<file path="config.mk">
export PLATFORM = sky130hd
export DESIGN_NAME = pin_irq_regs
export DESIGN_NICKNAME = d
export VERILOG_FILES = /design/src/design/pin_irq_pkg.sv /design/src/design/pin_irq_regs.sv
export VERILOG_INCLUDE_DIRS = /design/src /design/src/design
export SDC_FILE = /design/constraint.sdc
export NUM_CORES = 1
export LEC_CHECK = 0
export ABC_AREA = 1
export BUFFER_PORTS_ARGS = -buffer_cell sky130_fd_sc_hd__buf_2
export CORE_ASPECT_RATIO = 0.9
export CORE_MARGIN = 5
export CORE_UTILIZATION = 30
export DETAILED_ROUTE_END_ITERATION = 12
export SYNTH_ARGS = -nofsm -noshare
export SYNTH_HDL_FRONTEND = slang
export SYNTH_SLANG_ARGS = --single-unit
</file>
<file path="constraint.sdc">
create_clock -name CLOCK_IN -period 1.9 [get_ports CLOCK_IN]
set_input_delay 0.38 -clock CLOCK_IN [delete_from_list [all_inputs] [get_ports CLOCK_IN]]
set_output_delay 0.38 -clock CLOCK_IN [all_outputs]
set_load 0.1 [all_outputs]
</file>
<file path="src/design/pin_irq_regs.svh">
// register offsets, field positions and reset values for the pin and interrupt mask block
`ifndef PIN_IRQ_REGS_SVH
`define PIN_IRQ_REGS_SVH
`define ADDR_IRQ_STATUS 8'h41
`define ADDR_DEV_SETTINGS 8'h42
`define ADDR_PIN_LEVEL 8'h43
`define ADDR_USER_MASK 8'h44
`define ADDR_MOD12_MASK 8'h45
`define ADDR_MOD3_PIN_MASK 8'h46
`define PIN_OUT_RESET 4'hF
`define MASK_RESET 8'h00
`define DIR_RESET 4'h0
`define DIR_LSB 2
`define DIR_MSB 5
`define SETTINGS_RESET 8'h80
`define SETTINGS_RW_MASK 8'hBC
`define MOD3_RW_MASK 8'hFE
`define ST_USER 7
`define ST_MOD1 6
`define ST_MOD2 5
`define ST_MOD3 4
`define ST_THERM 3
`define ST_SUPV 2
`define ST_SYNC 1
`define ST_PIN 0
`define UM_PREMATURE 7
`define UM_TIMEOUT 6
`define UM_OVERCURRENT 5
`define UM_SYNC_DONE 4
`define UM_THERMAL 3
`define UM_SUPERVISOR 2
`define UM_ALL_PINS 1
`define UM_PRESENCE 0
`define M12_M1_PREMATURE 7
`define M12_M1_TIMEOUT 6
`define M12_M1_OVERCURRENT 5
`define M12_M2_PREMATURE 4
`define M12_M2_TIMEOUT 3
`define M12_M2_OVERCURRENT 2
`define M12_MODS_SUPPLY 1
`define M12_USER_SUPPLY 0
`define M3_PREMATURE 7
`define M3_TIMEOUT 6
`define M3_OVERCURRENT 5
`define M3_PIN_LSB 1
`define SYNC_FILL 2'h3
`endif

</file>
<file path="src/design/pin_irq_pkg.sv">
// types shared by the pin and interrupt mask block
package pin_irq_pkg;
    // fault events of one card slot, one-cycle pulses
    typedef struct packed {
        logic premature;
        logic timeout;
        logic overcurrent;
        logic supply_fail;
    } card_events_t;

    // register access from the serial slave front end
    typedef struct packed {
        logic wr;
        logic rd;
        logic [7:0] addr;
        logic [7:0] wdata;
    } reg_req_t;
endpackage

</file>
<file path="src/design/pin_irq_regs.sv">
// pin level/output registers, interrupt masks and interrupt status summary
`timescale 1ns/1ps
`include "pin_irq_regs.svh"
// ==========================================================
module pin_irq_regs #(
    parameter int PINS = 4
) (
    // clock, reset, enable
    input wire logic CLOCK_IN,
    input wire logic RESET_IN,
    input wire logic CLK_EN_IN,
    // register access
    input wire pin_irq_pkg::reg_req_t REQ_IN,
    output logic [7:0] RDATA_OUT,
    // card and system events, one-cycle pulses
    input wire pin_irq_pkg::card_events_t USER_EV_IN,
    input wire pin_irq_pkg::card_events_t MOD1_EV_IN,
    input wire pin_irq_pkg::card_events_t MOD2_EV_IN,
    input wire pin_irq_pkg::card_events_t MOD3_EV_IN,
    input wire logic PRESENCE_EV_IN,
    input wire logic SYNC_DONE_EV_IN,
    input wire logic THERMAL_EV_IN,
    input wire logic SUPERVISOR_EV_IN,
    // general purpose pins
    input wire logic [PINS-1:0] PIN_LEVEL_IN,
    output logic [PINS-1:0] PIN_LEVEL_OUT,
    output logic [PINS-1:0] PIN_OE_OUT,
    // interrupt pin, active low
    output logic IRQ_N_OUT
);
    logic [PINS-1:0] pin_out_q;
    logic [7:0] settings_q;
    logic [7:0] user_mask_q;
    logic [7:0] mod12_mask_q;
    logic [7:0] mod3_mask_q;
    logic [7:0] status_q;
    logic [7:0] rdata_q;
    logic [PINS-1:0] sync1_q;
    logic [PINS-1:0] sync2_q;
    logic [PINS-1:0] prev_q;
    logic [PINS-1:0] dir_in;
    logic [PINS-1:0] pin_change;
    logic [7:0] set_ev;
    logic clr_status;
    logic wr;
    logic [1:0] fill_q;
    // one write strobe per writable register, each already qualified by the clock enable
    logic wr_pin;
    logic wr_settings;
    logic wr_user_mask;
    logic wr_mod12_mask;
    logic wr_mod3_mask;

    assign wr = REQ_IN.wr & CLK_EN_IN;
    assign dir_in = settings_q[`DIR_MSB:`DIR_LSB];
    assign clr_status = CLK_EN_IN & REQ_IN.rd & (REQ_IN.addr == `ADDR_IRQ_STATUS);

    // address decode; the status register has no strobe, so writes to it are dropped
    assign wr_pin = wr & (REQ_IN.addr == `ADDR_PIN_LEVEL);
    assign wr_settings = wr & (REQ_IN.addr == `ADDR_DEV_SETTINGS);
    assign wr_user_mask = wr & (REQ_IN.addr == `ADDR_USER_MASK);
    assign wr_mod12_mask = wr & (REQ_IN.addr == `ADDR_MOD12_MASK);
    assign wr_mod3_mask = wr & (REQ_IN.addr == `ADDR_MOD3_PIN_MASK);

    // ==========================================================
    // pin input path
    // two-flop synchroniser; the third stage gives a clean edge reference
    always_ff @(posedge CLOCK_IN) begin
        if (RESET_IN) begin
            sync1_q <= '0;
            sync2_q <= '0;
            prev_q <= '0;
        end else if (CLK_EN_IN) begin
            sync1_q <= PIN_LEVEL_IN;
            sync2_q <= sync1_q;
            prev_q <= sync2_q;
        end
    end

    // pin changes are not reported, whatever the edge reference holds, until the chain has filled;
    // without this a pin held high through reset would report a change once set as input
    always_ff @(posedge CLOCK_IN) begin
        if (RESET_IN) begin
            fill_q <= '0;
        end else if (CLK_EN_IN && fill_q != `SYNC_FILL) begin
            fill_q <= fill_q + 2'h1;
        end
    end

    // only pins set as input report a change
    assign pin_change = (sync2_q ^ prev_q) & dir_in & {PINS{fill_q == `SYNC_FILL}};

    // pin drivers: output level on every pin, driver enabled only where the direction bit says output
    assign PIN_LEVEL_OUT = pin_out_q;
    assign PIN_OE_OUT = ~dir_in;

    // ==========================================================
    // writable registers
    always_ff @(posedge CLOCK_IN) begin
        if (RESET_IN) begin
            pin_out_q <= `PIN_OUT_RESET;
        end else if (wr_pin) begin
            pin_out_q <= REQ_IN.wdata[PINS-1:0]; // upper bits are not stored
        end
    end

    // device settings hold the direction bits plus the boost enable kept as storage
    always_ff @(posedge CLOCK_IN) begin
        if (RESET_IN) begin
            settings_q <= `SETTINGS_RESET;
        end else if (wr_settings) begin
            settings_q <= REQ_IN.wdata & `SETTINGS_RW_MASK;
        end
    end

    // user card mask, which also holds the system event and all-pins masks
    always_ff @(posedge CLOCK_IN) begin
        if (RESET_IN) begin
            user_mask_q <= `MASK_RESET;
        end else if (wr_user_mask) begin
            user_mask_q <= REQ_IN.wdata;
        end
    end

    // first and second module mask, including both supply fail masks
    always_ff @(posedge CLOCK_IN) begin
        if (RESET_IN) begin
            mod12_mask_q <= `MASK_RESET;
        end else if (wr_mod12_mask) begin
            mod12_mask_q <= REQ_IN.wdata;
        end
    end

    // third module and per-pin mask; bit 0 is not defined and always reads zero
    always_ff @(posedge CLOCK_IN) begin
        if (RESET_IN) begin
            mod3_mask_q <= `MASK_RESET;
        end else if (wr_mod3_mask) begin
            mod3_mask_q <= REQ_IN.wdata & `MOD3_RW_MASK;
        end
    end

    // ==========================================================
    // masked event gating into the summary bits
    // a masked event is dropped outright; clearing the mask later raises nothing
    always_comb begin
        set_ev = '0;
        // user card faults, its supply fail and presence change share one summary bit
        set_ev[`ST_USER] = (USER_EV_IN.premature & ~user_mask_q[`UM_PREMATURE])
            | (USER_EV_IN.timeout & ~user_mask_q[`UM_TIMEOUT])
            | (USER_EV_IN.overcurrent & ~user_mask_q[`UM_OVERCURRENT])
            | (USER_EV_IN.supply_fail & ~mod12_mask_q[`M12_USER_SUPPLY])
            | (PRESENCE_EV_IN & ~user_mask_q[`UM_PRESENCE]);
        // modules one and two keep their masks side by side in one register
        set_ev[`ST_MOD1] = (MOD1_EV_IN.premature & ~mod12_mask_q[`M12_M1_PREMATURE])
            | (MOD1_EV_IN.timeout & ~mod12_mask_q[`M12_M1_TIMEOUT])
            | (MOD1_EV_IN.overcurrent & ~mod12_mask_q[`M12_M1_OVERCURRENT])
            | (MOD1_EV_IN.supply_fail & ~mod12_mask_q[`M12_MODS_SUPPLY]);
        set_ev[`ST_MOD2] = (MOD2_EV_IN.premature & ~mod12_mask_q[`M12_M2_PREMATURE])
            | (MOD2_EV_IN.timeout & ~mod12_mask_q[`M12_M2_TIMEOUT])
            | (MOD2_EV_IN.overcurrent & ~mod12_mask_q[`M12_M2_OVERCURRENT])
            | (MOD2_EV_IN.supply_fail & ~mod12_mask_q[`M12_MODS_SUPPLY]);
        // module three faults sit in the pin mask register; its supply fail shares one bit
        set_ev[`ST_MOD3] = (MOD3_EV_IN.premature & ~mod3_mask_q[`M3_PREMATURE])
            | (MOD3_EV_IN.timeout & ~mod3_mask_q[`M3_TIMEOUT])
            | (MOD3_EV_IN.overcurrent & ~mod3_mask_q[`M3_OVERCURRENT])
            | (MOD3_EV_IN.supply_fail & ~mod12_mask_q[`M12_MODS_SUPPLY]);
        // system events each have their own bit in the user card mask
        set_ev[`ST_THERM] = THERMAL_EV_IN & ~user_mask_q[`UM_THERMAL];
        set_ev[`ST_SUPV] = SUPERVISOR_EV_IN & ~user_mask_q[`UM_SUPERVISOR];
        set_ev[`ST_SYNC] = SYNC_DONE_EV_IN & ~user_mask_q[`UM_SYNC_DONE];
        // pin i is masked by bit i+1; the all-pins mask overrides every pin mask
        set_ev[`ST_PIN] = ~user_mask_q[`UM_ALL_PINS]
            & |(pin_change & ~mod3_mask_q[`M3_PIN_LSB + PINS - 1:`M3_PIN_LSB]);
    end

    // sticky summary bits; an event in the read cycle survives the clear
    always_ff @(posedge CLOCK_IN) begin
        if (RESET_IN) begin
            status_q <= '0;
        end else if (CLK_EN_IN) begin
            status_q <= (clr_status ? 8'h00 : status_q) | set_ev;
        end
    end

    assign IRQ_N_OUT = ~|status_q;

    // ==========================================================
    // read data, registered one cycle after the read strobe
    always_ff @(posedge CLOCK_IN) begin
        if (RESET_IN) begin
            rdata_q <= '0;
        end else if (CLK_EN_IN && REQ_IN.rd) begin
            unique case (REQ_IN.addr)
                `ADDR_IRQ_STATUS: rdata_q <= status_q;
                `ADDR_DEV_SETTINGS: rdata_q <= settings_q;
                `ADDR_PIN_LEVEL: rdata_q <= {sync2_q, pin_out_q};
                `ADDR_USER_MASK: rdata_q <= user_mask_q;
                `ADDR_MOD12_MASK: rdata_q <= mod12_mask_q;
                `ADDR_MOD3_PIN_MASK: rdata_q <= mod3_mask_q;
                default: rdata_q <= 8'h00; // unmapped here reads zero
            endcase
        end
    end

    assign RDATA_OUT = rdata_q;
endmodule

</file>
==> results.md <==
- Outcome: completed
- Initial Util: 30.3%
- Netlist cell types: 27
- WS Path Type: reg -> out
- Final WL: 8840 um
- Clk_skew: 0.00878 ns
- Area of the mapped netlist: 2890 um^2
- EDFF count, synth: 0
- Mean Syn Cell Area: 7.32 um^2
- CP required: 1.52 ns
- H-Tree Level Count: 3
- Pwr/cell area: 762 nW/um^2
- Synth Area in Adders: 0.433%
- CP arrival: 1.37 ns
- Gr usage total: 15.4%
- DRC: 0
- TritonCTS clock tree: yes
- Setup Buffers After CTS: 0
- First-pass GRT wire length: 14,000 um
- Clock-pin slew on the worst setup and hold paths: 0.07 ns
- Synth top area cells: dfxtp_1, o21ai_0, a21oi_1
- F_max: 0.571 GHz
- Final Cycle Share: 92.2%
- Met2 global-route usage: 24.8%
- Compound-cell area share of the yosys netlist: 25.9%
- Vias: 2,816
- Setup crit end kind: primary output
- Sink Count: 62
- DR WL/cell: 15.0 um
- Antenna Cells: 0
- Routability cong.: 0.933
- Hpwl dp: 6740 um
- Clk root buf: clkbuf_8
- Placed Cells: 572
- Synth area leader: dfxtp_1
- CP max stage cell: dfxtp_1
- ANT nets after route: 0
- Register area share after synthesis: 42.9%
- Final hold vios: 0
- Buffers on Ports: 61
- RSZ-0062 raised after global routing: no
- Row cnt: 34
- Vias in the first global route: 2,695
- Leakage power: 1.51 nW
- Chip Height: 103 um
- Worst-margin pin slew: 0.521 ns
- Maximum VDD drop: 0.231 mV
- Worst setup SP type: flop
- Post-route setup TNS: 0 ns
- Non-Filler Instances: 588
- Combinational family with the most area after synthesis: compound AO/OA/AOI/OAI gates
- Max FO, Critical Path: 3
- Top Usage Layer GRT: met2
- Top Family by Delay on Critical Path: simple AND/OR/NAND/NOR gates
- Simple-Gate Fraction of Synth Area: 19.4%
- Cells along the critical path: nor2_1, nand3_1, nor4_4, buf_4
- Yosys top cell area share: 42.9%
- Sum of buffers and inverters on the critical path: 1
- GR met3 Demand/Resource: 2.35%
- Met1 usage: 20.5%
- Share of cells above drive strength 1: 22.7%
- Syn Inst Count: 395
- Die width: 113 um
- XOR/XNOR share of the synthesized area: 0%
- Total congestion overflow: 0
- Fin util: 36.6%
- Total power: 0.00265 W
- DR iter-0 viols: 225
- Total Nets Final: 503
- Min-delay worst type: in -> reg
- Syn nets: 441
- Top cells by count, synth: dfxtp_1, o21ai_0, a21oi_1
- Main synth FF type: dfxtp_1
- Mux cell area share after synthesis: 0%
- Flops & latches, synth: 62
- Drt via density: 4.79
- Area of the core: 9530 um^2
- Largest net degree at the start of global routing: 48
- Relative slew slack: 65.5%
- MaxCap Viol Count: 0
- Final setup viols: 0
- Worst-Skew Late Latency: 0.34 ns
- Clock buffer depth: 2
- DIE AREA: 11,700 um^2
- Ys Warns: 0
- First-pass iteration count of the detailed router: 5
- IO Pins: 62
- Layout area overhead: 20.5%
- Max-slew violations: 0
- Num CTS Buffers: 9
- Min Tclk post-route: 1.75 ns
- Async SR Flop Fraction: 0%
- Crit path largest cell delay: 0.34 ns
- Initial antenna violation count: 0
## power by group
| part | leakage [nW] | internal (W) | switching (W) |
|---|---|---|---|
| Sequential | 0.506 | 0.00134 | 0.0000266 |
| Clock | 0.0841 | 0.000470 | 0.000515 |
| Combinational | 0.919 | 0.0000961 | 0.000207 |
| Total | 1.51 | 0.00190 | 0.000749 |
## through the flow
step	hold slack, ns	cell area [um^2]	worst slack, ns
after detailed placement	0.454	3320	0.229
after CTS	0.256	3480	0.127
after global routing	0.267	3480	0.0212
final	0.257	3480	0.148
after global placement	0.451	3320	0.285
after floorplan	0.441	2910	0.0404
## worst min-delay path, stage by stage
cell and delay [ns]:
buf_2 0.08, nor2_1 0.03, nor2_1 0.08
## state kept, by name, indices dropped and copies added, names as in the netlist, 4 cells and up
register       count
PIN_LEVEL_OUT      4
RDATA_OUT          8
mod12_mask_q       8
mod3_mask_q        7
prev_q             4
settings_q         5
status_q           8
sync1_q            4
sync2_q            4
user_mask_q        8
## repair_timing
action                                  in CTS  in global routing
resized for setup                            1                  0
endpoints found under the setup margin       1                  0
hold buffers                                 0                  0
## path summary, 6_finish.rpt
check	startpoint	to	slack, ns	cells after the start
worst max-delay path	status_q[1]	IRQ_N_OUT	0.15	4
worst min-delay path	PIN_LEVEL_IN[2]	sync1_q[2]	0.26	3
worst max register to register	fill_q[0]	fill_q[0]	0.82	5
worst min register to register	RDATA_OUT[6]	RDATA_OUT[6]	0.46	2
## per-layer routing
layer	wire (um)	vias to the layer above
met5	0	-
met4	199	0
met3	412	17
met2	4090	83
met1	4140	1283
li1	-	1433
## cell type report
class                      instances  area, um^2
tap                              126         158
clock inverter                     4        23.8
clock buffer                      12         135
timing repair buffer              67         365
sequential                        62        1240
fill                            1068        6050
multi-input combinational        257        1340
inverter                          60         225
## cell usage in the layout (no fill, tap or decap)
cell type	Yosys	routed
buf_2	5	60
buf_4	1	6
dfxtp_1	62	62
o21ai_0	62	62
nor2_4	9	9
inv_1	58	58
a21oi_1	60	60
o22ai_2	1	1
o2111ai_1	1	1
nand3_2	1	1
nor4_4	0	1
nand2_2	10	10
clkinv_2	0	3
nand4_1	1	1
o221ai_1	1	1
buf_12	0	1
nor2_2	1	1
nand2_1	38	38
clkinv_4	0	1
nand3_1	20	20
ha_1	1	1
inv_2	2	2
o21ai_1	8	8
nor3b_1	1	1
clkbuf_8	0	9
nor2_1	31	31
clkbuf_1	6	3
o211ai_1	4	4
o22ai_1	6	6
## kinds of logic after synthesis
| logic type | count (synthesis) |
|---|---|
| buf+inv | 76 |
| fa+ha+maj | 1 |
| simple gates | 113 |
| compound gates | 143 |
| flops | 62 |
No activity file was read; power rests on OpenSTA's default activity.
